--- src/design/vsp_pkg.sv ---
// Shared constants, types and link-word functions for the video serdes pin logic
package vsp_pkg;

	localparam int DATA_W = 12;
	localparam int WORD_W = 15;
	localparam int FIFO_DEPTH = 32;
	localparam int SYNC_W = 27;
	localparam int ADDR_W = 7;
	localparam int STRAP_W = 3;

	// Link word layout
	localparam int POS_VS = 12;
	localparam int POS_HS = 13;
	localparam int POS_INV = 14;
	localparam int RAW_ONES_HALF = 7;

	// Pixel clock limits in MHz per payload
	localparam int MIN_PIX_MHZ = 25;
	localparam int MAX_PIX_MHZ_10 = 100;
	localparam int MAX_PIX_MHZ_12 = 75;

	// Least spacing of sync changes in 10-bit payload, in pixel clocks
	localparam logic [3:0] SYNC_GAP_PIX = 4'ha;

	// Clock rates in kHz and the derived half periods in mclk cycles
	localparam int MCLK_KHZ = 50000;
	localparam int PCLK_OUT_KHZ = 12500;
	localparam int OSC_OUT_KHZ = 6250;
	localparam logic [2:0] PCLK_HALF_CYC = 3'(MCLK_KHZ / (2 * PCLK_OUT_KHZ));
	localparam logic [2:0] OSC_HALF_CYC = 3'(MCLK_KHZ / (2 * OSC_OUT_KHZ));

	// Control bus address base; the value is arbitrary
	localparam logic [ADDR_W-1:0] ADDR_BASE = 7'h40;

	// Values after reset: local-register operation, 10-bit payload, falling edges
	localparam logic [3:0] FORWARD_RESET = 4'h0;
	localparam logic [3:0] LOCAL_RESET = 4'h0;

	typedef struct packed {
		logic pixClkPrev;
		logic payload12;
		logic txEdge;
		logic rxEdge;
		logic sleepSel;
		logic [3:0] forward;
		logic [3:0] serLocal;
		logic [3:0] desLocal;
		logic strapDone;
		logic oscMode;
		logic [ADDR_W-1:0] addr;
		logic [3:0] gapCnt;
		logic hsPrev;
		logic vsPrev;
		logic syncFault;
		logic signed [5:0] disp;
		logic capValid;
		logic [WORD_W-1:0] capWord;
		logic lockOut;
		logic pclk;
		logic [2:0] pclkCnt;
		logic [DATA_W-1:0] pixOut;
		logic hsOut;
		logic vsOut;
		logic oscOut;
		logic [2:0] oscCnt;
		logic oscInPrev;
		logic oscSeen;
		logic [3:0] remoteOut;
		logic [3:0] remoteOe_n;
		logic [3:0] gpioOut;
		logic [3:0] gpioOe_n;
	} vsp_top_s;

	// Gap counter starts saturated, so the first sync change after reset is never a fault
	localparam vsp_top_s TOP_RESET = '{forward: FORWARD_RESET, serLocal: LOCAL_RESET,
		gapCnt: SYNC_GAP_PIX,
		desLocal: LOCAL_RESET, gpioOe_n: 4'h0, default: '0};

	function automatic logic [4:0] onesCount(input logic [13:0] raw);
		logic [4:0] n;
		n = 5'h0;
		for (int i = 0; i < 14; i++)
		begin
			n = n + 5'(raw[i]);
		end
		return n;
	endfunction

	// Invert the word when its imbalance would push the running disparity further out
	function automatic logic [WORD_W-1:0] dcEncode(input logic [13:0] raw,
		input logic signed [5:0] disp);
		logic [4:0] ones;
		ones = onesCount(raw);
		if ((ones > 5'(RAW_ONES_HALF) && disp > 6'sd0) ||
			(ones < 5'(RAW_ONES_HALF) && disp < 6'sd0))
		begin
			return {1'b1, ~raw};
		end
		return {1'b0, raw};
	endfunction

	function automatic logic signed [5:0] dispStep(input logic [WORD_W-1:0] word,
		input logic signed [5:0] disp);
		logic signed [6:0] t;
		t = 7'(disp) + $signed({1'b0, onesCount(word[13:0]), 1'b0}) - 7'sd14;
		return t[5:0];
	endfunction

	function automatic logic [13:0] dcDecode(input logic [WORD_W-1:0] word);
		return word[POS_INV] ? ~word[13:0] : word[13:0];
	endfunction

endpackage

--- src/design/vsp_pin_sync.sv ---
// Three-stage synchroniser with agreement filter for pin inputs
`timescale 1ns/10ps
module vsp_pin_sync #(
	parameter int W = 1
) (
	// Clock and reset
	input wire logic mclk,
	input wire logic reset_n,
	// Pins and filtered levels
	input wire logic [W-1:0] pinIn,
	output logic [W-1:0] levelOut
);

	typedef struct packed {
		logic [W-1:0] stage1;
		logic [W-1:0] stage2;
		logic [W-1:0] stage3;
		logic [W-1:0] level;
	} vsp_sync_s;

	vsp_sync_s q;
	vsp_sync_s d;

	// Stage one feeds stage two only, so nothing reads a metastable value
	always_comb
	begin
		d = q;
		d.stage1 = pinIn;
		d.stage2 = q.stage1;
		d.stage3 = q.stage2;
		for (int i = 0; i < W; i++)
		begin
			if (q.stage2[i] == q.stage3[i])
			begin
				d.level[i] = q.stage3[i];
			end
		end
		if (!reset_n)
		begin
			d = '0;
		end
	end

	always_ff @(posedge mclk)
	begin
		q <= d;
	end

	assign levelOut = q.level;

endmodule

--- src/design/vsp_fifo.sv ---
// Pixel word FIFO with valid and ready on both sides
`timescale 1ns/10ps
module vsp_fifo #(
	parameter int WIDTH = vsp_pkg::WORD_W,
	parameter int DEPTH = vsp_pkg::FIFO_DEPTH
) (
	// Clock and reset
	input wire logic mclk,
	input wire logic reset_n,
	// Filling side
	input wire logic inValid,
	input wire logic [WIDTH-1:0] inData,
	output logic inReady,
	// Draining side
	output logic outValid,
	output logic [WIDTH-1:0] outData,
	input wire logic outReady
);

	localparam int PW = $clog2(DEPTH);

	typedef struct packed {
		logic [DEPTH-1:0][WIDTH-1:0] mem;
		logic [PW:0] wrPtr;
		logic [PW:0] rdPtr;
	} vsp_fifo_s;

	vsp_fifo_s q;
	vsp_fifo_s d;
	logic full;
	logic empty;

	assign full = (q.wrPtr[PW] != q.rdPtr[PW]) && (q.wrPtr[PW-1:0] == q.rdPtr[PW-1:0]);
	assign empty = q.wrPtr == q.rdPtr;
	assign inReady = !full;
	assign outValid = !empty;
	assign outData = q.mem[q.rdPtr[PW-1:0]];

	always_comb
	begin
		d = q;
		if (inValid && !full)
		begin
			d.mem[q.wrPtr[PW-1:0]] = inData;
			d.wrPtr = q.wrPtr + 1'b1;
		end
		if (outReady && !empty)
		begin
			d.rdPtr = q.rdPtr + 1'b1;
		end
		if (!reset_n)
		begin
			d.wrPtr = '0;
			d.rdPtr = '0;
		end
	end

	always_ff @(posedge mclk)
	begin
		q <= d;
	end

	property p_fifo_no_overrun;
		@(posedge mclk) disable iff (!reset_n)
		full && !(outReady && outValid) |=> $stable(q.wrPtr) && !inReady;
	endproperty
	a_fifo_no_overrun: assert property (p_fifo_no_overrun)
		else $error("fifo write pointer moved while full");

endmodule

--- src/design/vsp_pin_logic.sv ---
// Pin-level pixel capture, link select, pixel output and general-purpose pin logic
//
// Summary of operation
// - 10-bit payload carries pixels up to 100 MHz; upper two bits cleared.
// - 12-bit payload carries all twelve bits, limited to 75 MHz pixel clock.
// - Pixel clock from 25 to 100 MHz times the captured pixels.
// - Twelve data bits plus line and frame sync travel together in one word.
// - Inputs sampled on pixel clock edge chosen by the transmit edge select bit.
// - Output pixels launched on output clock edge chosen by receive edge select.
// - A two-way selector forwards exactly one incoming link at a time.
// - Control traffic runs continuously, independent of video blanking.
// - Link words carry DC-balance inversion; timing travels with the data.
// - Power-down low stops the clocks and returns all settings to defaults.
// - Remote outputs 0 and 1 forward deserializer pins or local values.
// - Remote output 2 becomes an oscillator clock output in oscillator mode.
// - Remote pin 3 becomes an oscillator clock input in oscillator mode.
// - Mode strap chooses pixel clock timing or external oscillator timing.
// - Address strap level sets the control bus device address.
// - Deserializer pins 0 and 1 are forwarded inputs or local outputs.
// - In oscillator mode deserializer pins 2 and 3 are local outputs only.
// - Link select low uses input A, high uses input B.
// - Unlocked receiver drives lock low and outputs to the sleep state.
`timescale 1ns/10ps
module vsp_pin_logic (
	// Clock and reset
	input wire logic mclk,
	input wire logic reset_n,
	// Power-down pin and straps
	input wire logic powerDown_n,
	input wire logic modeStrap,
	input wire logic [vsp_pkg::STRAP_W-1:0] addressStrap,
	// Serializer pixel input
	input wire logic pixClkIn,
	input wire logic [vsp_pkg::DATA_W-1:0] pixDataIn,
	input wire logic lineSyncIn,
	input wire logic frameSyncIn,
	output logic captureReady,
	// Configuration
	input wire logic cfgLoad,
	input wire logic cfgPayload12,
	input wire logic cfgTxSampleEdgeSel,
	input wire logic cfgRxLaunchEdgeSel,
	input wire logic cfgSleepStateSelect,
	input wire logic [3:0] cfgForward,
	input wire logic [3:0] cfgSerLocal,
	input wire logic [3:0] cfgDesLocal,
	// Status
	output logic [vsp_pkg::ADDR_W-1:0] i2cAddress,
	output logic oscModeOut,
	output logic syncFault,
	output logic oscClockSeen,
	// Second incoming link
	input wire logic [vsp_pkg::WORD_W-1:0] linkBWord,
	input wire logic linkBValid,
	output logic linkBReady,
	// Receiver lock and link select
	input wire logic rxPllLocked,
	input wire logic linkSel,
	output logic lockOut,
	// Deserializer pixel output
	output logic [vsp_pkg::DATA_W-1:0] pixelDataOut,
	output logic lineSyncOut,
	output logic frameSyncOut,
	output logic pixClkOut,
	// Serializer remote output pins
	output logic [3:0] remoteOutput,
	output logic [3:0] remoteOutputOe_n,
	input wire logic oscClockIn,
	// Deserializer general-purpose pins
	input wire logic [3:0] gpioIn,
	output logic [3:0] gpioOut,
	output logic [3:0] gpioOe_n
);

	vsp_pkg::vsp_top_s q;
	vsp_pkg::vsp_top_s d;
	logic [vsp_pkg::SYNC_W-1:0] syncLevel;
	logic sPixClk;
	logic [vsp_pkg::DATA_W-1:0] sData;
	logic sHs;
	logic sVs;
	logic sPd;
	logic sMode;
	logic [vsp_pkg::STRAP_W-1:0] sAddr;
	logic sLocked;
	logic sLinkSel;
	logic [3:0] sGpio;
	logic sOscIn;
	logic fifoReset_n;
	logic fifoOutValid;
	logic fifoOutReady;
	logic [vsp_pkg::WORD_W-1:0] fifoOutWord;
	logic pixEdge;
	logic launch;
	logic selValid;
	logic [vsp_pkg::WORD_W-1:0] selWord;
	logic [13:0] raw;
	logic [13:0] dec;
	logic [3:0] fwd;

	vsp_pin_sync #(
		.W(vsp_pkg::SYNC_W)
	) u_sync (
		.mclk(mclk),
		.reset_n(reset_n),
		.pinIn({oscClockIn, gpioIn, linkSel, rxPllLocked, addressStrap, modeStrap,
			powerDown_n, frameSyncIn, lineSyncIn, pixDataIn, pixClkIn}),
		.levelOut(syncLevel)
	);

	assign sPixClk = syncLevel[0];
	assign sData = syncLevel[12:1];
	assign sHs = syncLevel[13];
	assign sVs = syncLevel[14];
	assign sPd = syncLevel[15];
	assign sMode = syncLevel[16];
	assign sAddr = syncLevel[19:17];
	assign sLocked = syncLevel[20];
	assign sLinkSel = syncLevel[21];
	assign sGpio = syncLevel[25:22];
	assign sOscIn = syncLevel[26];

	// Power-down empties the FIFO as well, so stale pixels never leak out afterwards
	assign fifoReset_n = reset_n && sPd;

	vsp_fifo #(
		.WIDTH(vsp_pkg::WORD_W),
		.DEPTH(vsp_pkg::FIFO_DEPTH)
	) u_fifo (
		.mclk(mclk),
		.reset_n(fifoReset_n),
		.inValid(q.capValid),
		.inData(q.capWord),
		.inReady(captureReady),
		.outValid(fifoOutValid),
		.outData(fifoOutWord),
		.outReady(fifoOutReady)
	);

	assign selValid = sLinkSel ? linkBValid : fifoOutValid;
	assign selWord = sLinkSel ? linkBWord : fifoOutWord;
	assign fifoOutReady = launch && !sLinkSel;
	assign linkBReady = launch && sLinkSel;

	always_comb
	begin
		d = q;
		raw = '0;
		dec = '0;
		fwd = '0;
		launch = 1'b0;
		d.capValid = 1'b0;
		d.pixClkPrev = sPixClk;
		pixEdge = (sPixClk != q.pixClkPrev) && (sPixClk == q.txEdge);
		if (cfgLoad)
		begin
			d.payload12 = cfgPayload12;
			d.txEdge = cfgTxSampleEdgeSel;
			d.rxEdge = cfgRxLaunchEdgeSel;
			d.sleepSel = cfgSleepStateSelect;
			d.forward = cfgForward;
			d.serLocal = cfgSerLocal;
			d.desLocal = cfgDesLocal;
		end
		// Straps are read once after reset or power-down, never while running
		if (!q.strapDone)
		begin
			d.strapDone = 1'b1;
			d.oscMode = sMode;
			d.addr = vsp_pkg::ADDR_BASE + 7'(sAddr);
		end
		if (pixEdge)
		begin
			raw[11:0] = q.payload12 ? sData : {2'b00, sData[9:0]};
			raw[vsp_pkg::POS_VS] = sVs;
			raw[vsp_pkg::POS_HS] = sHs;
			d.capWord = vsp_pkg::dcEncode(raw, q.disp);
			d.disp = vsp_pkg::dispStep(d.capWord, q.disp);
			d.capValid = 1'b1;
			d.hsPrev = sHs;
			d.vsPrev = sVs;
			// Detects a source that breaks the 10-bit sync spacing; sticky until reset or power-down
			if ((sHs != q.hsPrev) || (sVs != q.vsPrev))
			begin
				if (!q.payload12 && (q.gapCnt < vsp_pkg::SYNC_GAP_PIX - 4'h1))
				begin
					d.syncFault = 1'b1;
				end
				d.gapCnt = 4'h0;
			end
			else if (q.gapCnt != vsp_pkg::SYNC_GAP_PIX)
			begin
				d.gapCnt = q.gapCnt + 4'h1;
			end
		end
		d.lockOut = sLocked;
		if (sLocked)
		begin
			if (q.pclkCnt == vsp_pkg::PCLK_HALF_CYC - 3'h1)
			begin
				d.pclkCnt = 3'h0;
				d.pclk = !q.pclk;
				launch = (!q.pclk) == q.rxEdge;
			end
			else
			begin
				d.pclkCnt = q.pclkCnt + 3'h1;
			end
			// An empty link holds the last pixel, which reads as blanking downstream
			if (launch && selValid)
			begin
				dec = vsp_pkg::dcDecode(selWord);
				d.pixOut = dec[11:0];
				d.vsOut = dec[vsp_pkg::POS_VS];
				d.hsOut = dec[vsp_pkg::POS_HS];
			end
		end
		else
		begin
			d.pclk = 1'b0;
			d.pclkCnt = 3'h0;
			if (!q.sleepSel)
			begin
				d.pixOut = '0;
				d.hsOut = 1'b0;
				d.vsOut = 1'b0;
			end
		end
		if (q.oscCnt == vsp_pkg::OSC_HALF_CYC - 3'h1)
		begin
			d.oscCnt = 3'h0;
			d.oscOut = q.oscMode && !q.oscOut;
		end
		else
		begin
			d.oscCnt = q.oscCnt + 3'h1;
		end
		d.oscInPrev = sOscIn;
		if (q.oscMode && sOscIn && !q.oscInPrev)
		begin
			d.oscSeen = 1'b1;
		end
		// General-purpose pins follow every cycle, blanking or not
		for (int i = 0; i < 4; i++)
		begin
			fwd[i] = q.forward[i] && !(q.oscMode && i >= 2);
			d.gpioOut[i] = q.desLocal[i];
			d.gpioOe_n[i] = fwd[i];
			d.remoteOut[i] = fwd[i] ? sGpio[i] : q.serLocal[i];
			d.remoteOe_n[i] = 1'b0;
		end
		if (q.oscMode)
		begin
			d.remoteOut[2] = q.oscOut;
			d.remoteOut[3] = 1'b0;
			d.remoteOe_n[3] = 1'b1;
		end
		if (!reset_n || !sPd)
		begin
			d = vsp_pkg::TOP_RESET;
			d.pixClkPrev = sPixClk;
		end
	end

	always_ff @(posedge mclk)
	begin
		q <= d;
	end

	assign i2cAddress = q.addr;
	assign oscModeOut = q.oscMode;
	assign syncFault = q.syncFault;
	assign oscClockSeen = q.oscSeen;
	assign lockOut = q.lockOut;
	assign pixelDataOut = q.pixOut;
	assign lineSyncOut = q.hsOut;
	assign frameSyncOut = q.vsOut;
	assign pixClkOut = q.pclk;
	assign remoteOutput = q.remoteOut;
	assign remoteOutputOe_n = q.remoteOe_n;
	assign gpioOut = q.gpioOut;
	assign gpioOe_n = q.gpioOe_n;

	property p_lock_follow;
		@(posedge mclk) disable iff (!reset_n || !sPd)
		!sLocked |=> !lockOut;
	endproperty
	a_lock_follow: assert property (p_lock_follow)
		else $error("lock output high while receiver unlocked");

	property p_sleep_low;
		@(posedge mclk) disable iff (!reset_n || !sPd)
		!sLocked && !q.sleepSel && !cfgLoad |=> pixelDataOut == '0 && !pixClkOut;
	endproperty
	a_sleep_low: assert property (p_sleep_low)
		else $error("outputs not in low sleep state while unlocked");

	property p_powerdown_defaults;
		@(posedge mclk) disable iff (!reset_n)
		!sPd |=> q.forward == 4'h0 && !q.payload12 && !pixClkOut && !q.capValid;
	endproperty
	a_powerdown_defaults: assert property (p_powerdown_defaults)
		else $error("settings kept through power-down");

	property p_mask_10bit;
		@(posedge mclk) disable iff (!reset_n || !sPd)
		pixEdge && !q.payload12 |=> q.capValid &&
			q.capWord[11:10] == {2{q.capWord[vsp_pkg::POS_INV]}};
	endproperty
	a_mask_10bit: assert property (p_mask_10bit)
		else $error("upper data bits carried in 10-bit payload");

	property p_wrong_edge;
		@(posedge mclk) disable iff (!reset_n || !sPd)
		$fell(sPixClk) && q.txEdge && $stable(q.txEdge) |=> !q.capValid;
	endproperty
	a_wrong_edge: assert property (p_wrong_edge)
		else $error("pixel captured on the unselected edge");

	property p_launch_edge;
		@(posedge mclk) disable iff (!reset_n || !sPd)
		launch && !cfgLoad |=> pixClkOut == q.rxEdge;
	endproperty
	a_launch_edge: assert property (p_launch_edge)
		else $error("pixel launched on the unselected output edge");

	property p_osc_pins;
		@(posedge mclk) disable iff (!reset_n || !sPd)
		q.oscMode && $past(q.oscMode) |-> remoteOutputOe_n == 4'h8 && gpioOe_n[3:2] == 2'b00;
	endproperty
	a_osc_pins: assert property (p_osc_pins)
		else $error("oscillator mode pin directions wrong");

	property p_one_link;
		@(posedge mclk) disable iff (!reset_n || !sPd)
		!(linkBReady && fifoOutReady) && (sLinkSel || !linkBReady);
	endproperty
	a_one_link: assert property (p_one_link)
		else $error("both links drained or link B used while A selected");

	property p_forward_zero;
		@(posedge mclk) disable iff (!reset_n || !sPd)
		q.forward[0] && !cfgLoad |=> remoteOutput[0] == $past(sGpio[0]);
	endproperty
	a_forward_zero: assert property (p_forward_zero)
		else $error("remote output 0 does not follow the forwarded pin");

endmodule

--- config.mk ---
export PLATFORM = sky130hd
export DESIGN_NAME = vsp_pin_logic
export DESIGN_NICKNAME = d
export VERILOG_FILES = /design/src/design/vsp_pkg.sv /design/src/design/vsp_pin_sync.sv /design/src/design/vsp_fifo.sv /design/src/design/vsp_pin_logic.sv
export SDC_FILE = /design/constraint.sdc
export NUM_CORES = 1
export LEC_CHECK = 0
export ABC_AREA = 1
export BUFFER_PORTS_ARGS = -buffer_cell sky130_fd_sc_hd__buf_4
export CORE_ASPECT_RATIO = 0.9
export CORE_MARGIN = 4
export CORE_UTILIZATION = 50
export CTS_BUF_LIST = sky130_fd_sc_hd__clkbuf_8
export DETAILED_ROUTE_END_ITERATION = 7
export PLACE_DENSITY = 0.76
export REMOVE_ABC_BUFFERS = 1
export SYNTH_ARGS = -nofsm -noshare
export SYNTH_HDL_FRONTEND = slang
export SYNTH_HIERARCHICAL = 1
export SYNTH_SLANG_ARGS = --single-unit
--- constraint.sdc ---
create_clock -name mclk -period 21.8 [get_ports mclk]
set_input_delay 2.18 -clock mclk [delete_from_list [all_inputs] [get_ports mclk]]
set_output_delay 2.18 -clock mclk [all_outputs]
set_load 0.05 [all_outputs]
==> out/results.ini <==
[layout]
fin_area_mm2 = 0.0318
final_nets = 3013
fillers = 4755
final_cell_mix = nor2_1, nand2_1, edfxtp_1
finalNonFillerCells = 3750
num_antenna_cells = 0
area_delta_synth_final_pct = 10.1
drive_above_1_share_pct = 12.4
layout_commonest_cell = nor2_1

[pwr]
vdd_ir_drop_max_mv = 0.0485
switching_share_pct = 20.7
combPwrFrac_pct = 1.0
internal_power_w = 0.00190
p_switching_w = 0.000496
p_leak_nw = 11.8
seqPwrFrac_pct = 58.1
power_density_mw_per_mm2 = 75.4
clockPowerShare_pct = 41.0

[critical_path]
path_max_fanout = 15
worstSetupPathType = flip-flop to flip-flop
cp_slowest_stage_delay_ns = 0.54
worst_path_most_repeated_cell = fa_1
crit_required_ns = 22.40
startpoint_type = flip-flop
worst_path_max_delay_cell = fa_1
critPathArrivalTime_ns = 8.76
end_kind = flip-flop

[cts]
clk_path_buf_depth = 3
clk_latency_ns = 0.72
cts_sinks = 689
cts_buffers = 101
cts-resized-gates = 0
cts_setup_buffers = 0
h-tree-depth = 3
cts-root-buf = clkbuf_8
clk_pin_slew_worst_paths_ns = 0.06
cts_tree = built
cts_hold_buffers = 0

[sta]
drv_slew = 0
finalWorstSetupSlack_ns = 13.64
finalCritPeriodShare_pct = 37.4
hold_viol = 0
grt_setup_unrepaired = no
skew_ns = 0.0441
max_slew_margin_pct = 10.1
tightest_slew_ns = 1.34
finalWorstPathRequiredPeriod_ns = 8.16
setup_viol_count_final = 0
max_freq_ghz = 0.123
setup_tns_ns = 0

[global_route]
antenna_found_initial = 0
grt.total_usage_pct = 21.4
grt_max_degree = 191
grt_overflow_total = 0
grt_pass1_wl_um = 104000
grt_pass1_vias = 19319

[floorplan]
rows = 83
die_area_mm2 = 0.0616
die_w_um = 261
io_pins = 106
start_util_pct = 50.5
fp.dieH_um = 236
core_mm2 = 0.0571

[detailed_routing]
wirelength_um = 66800
ant_nets = 0
drtIter0Drc = 2246
firstDrtPassIters = 6
vias = 19933
viasPerCell = 5.32
drc = 0
post_drt_wl_per_cell_um = 17.8

[placement]
placed_area_mm2 = 0.0298
place_congestion = 0.842
dp_slack_ns = 13.62
dpl.hpwl_um = 40000
post-place-cells = 3567
io_buffer_count = 99

[synthesis]
ys.flop_type = edfxtp_1
syn_inst = 2850
yosys_register_bits = 689
syn_avg_cell_area_um2 = 10.1
yosysSeqAreaShare_pct = 64.5
ys_types = 45
synth-edff-count = 480
synth_area_mm2 = 0.0288
synth_top_area_cell = edfxtp_1
synth_top_area_share_pct = 50.0
ys_async_sr_fraction_pct = 0
synth.area.top_cells = edfxtp_1, dfxtp_1, nor2_1, nand2_1, o21ai_0
yosysWarnings = 6

[min_path]
hp-class = flip-flop to flip-flop

[run]
max_cap_viol_count = 0

[run_status]
run_status = complete, no violations

[registers in the layout (all words and copies together), names as in the netlist]
register and cells:
u_fifo/q 492, u_sync/q 81, q 51, u_sync/levelOut 27, pixelDataOut 12, gpioOe_n 4, gpioOut 4, i2cAddress 4
remoteOutput 4, fwd 2, frameSyncOut 1, lineSyncOut 1, lockOut 1, oscClockSeen 1, oscModeOut 1, pixClkOut 1
remoteOutputOe_n 1, syncFault 1
[metal layers]
layer	part of all wire (%)	vias to the layer above	GRT usage, %
li1	-	9493	-
met1	41	9415	28.6
met2	47	858	33.7
met3	8.3	167	5.06
met4	3.8	0	9.03
met5	0	-	0
[cell families after synthesis]
| logic type | Yosys count | synth area share (%) |
|---|---|---|
| adder cells (fa/ha/maj) | 46 | 2.41 |
| flip-flops | 689 | 64.5 |
| AO/OA/AOI/OAI | 443 | 8.01 |
| other | 1 | 0.0130 |
| AND/OR/NAND/NOR | 1248 | 17.5 |
| buffers and inverters | 410 | 7.20 |
| XOR/XNOR | 13 | 0.395 |
[worst max-delay path, delay by kind of cell, from the launching register on]
family          cells  cell delay (ns)
flops               1             0.40
fa+ha+maj          15             6.16
compound gates      2             0.22
xor+xnor            1             0.14
buf+inv             7             0.40
simple gates        6             0.76
[final timing paths]
kind	cells past startpoint	start	to	slack [ns]
worst min register to register	0	u_sync/levelOut[0]	q[95]	0.40
worst max-delay path	31	u_sync/levelOut[1]	q[61]	13.64
worst max register to register	31	u_sync/levelOut[1]	q[61]	13.64
worst min-delay path	0	u_sync/levelOut[0]	q[95]	0.40
[synthesized netlist by cell type (2+ instances only)]
library cell  instances
clkbuf_2              4
nor2_1              551
a21o_1                2
o21ai_1              72
edfxtp_1            480
a21oi_1             114
and2_0                4
inv_2                13
buf_2                56
buf_6                19
fa_1                 16
clkinv_1              3
nand4_2               3
dfxtp_1             209
nor3_1               28
nor2_2                9
nand3_1             117
nand2_2               9
o211ai_1             17
xor2_1                6
clkbuf_1             38
ha_1                 30
inv_1               186
buf_4                80
xnor2_1               7
o21ai_0             228
o21ai_2               2
nand2_4               3
and2_1               11
nand2_1             504
buf_1                 9
a21oi_2               7
[power by group through the flow]
| stage | sequential [W] | clock, W | combinational (W) |
|---|---|---|---|
| after floorplan | 0.00142 | 0 | 0.00000964 |
| after global placement | 0.00142 | 0 | 0.0000225 |
| after detailed placement | 0.00142 | 0 | 0.0000229 |
| after CTS | 0.00139 | 0.00100 | 0.0000230 |
| after global routing | 0.00139 | 0.00106 | 0.0000258 |
| final | 0.00139 | 0.000981 | 0.0000228 |
[area by class of cell]
class	instances	area (µm²)	share of cell area [%]
repair buffers	154	1170	3.68
flip-flops and latches	689	18600	58.6
well taps	765	957	3.01
clock inverters	70	363	1.14
inverters	203	776	2.44
clock buffers	113	1560	4.90
multi-input cells	1756	8320	26.2
[stage by stage]
step / power, W / utilization [%] / hold WS [ns]
floorplan: 0.00143 / - / 0.372
global placement: 0.00144 / 52.2 / 0.382
detailed placement: 0.00144 / 52.2 / 0.391
CTS: 0.00241 / 55.6 / 0.405
global route: 0.00248 / 55.6 / 0.429
finish: 0.00239 / 55.6 / 0.405
No activity file was read; power rests on OpenSTA's default activity.
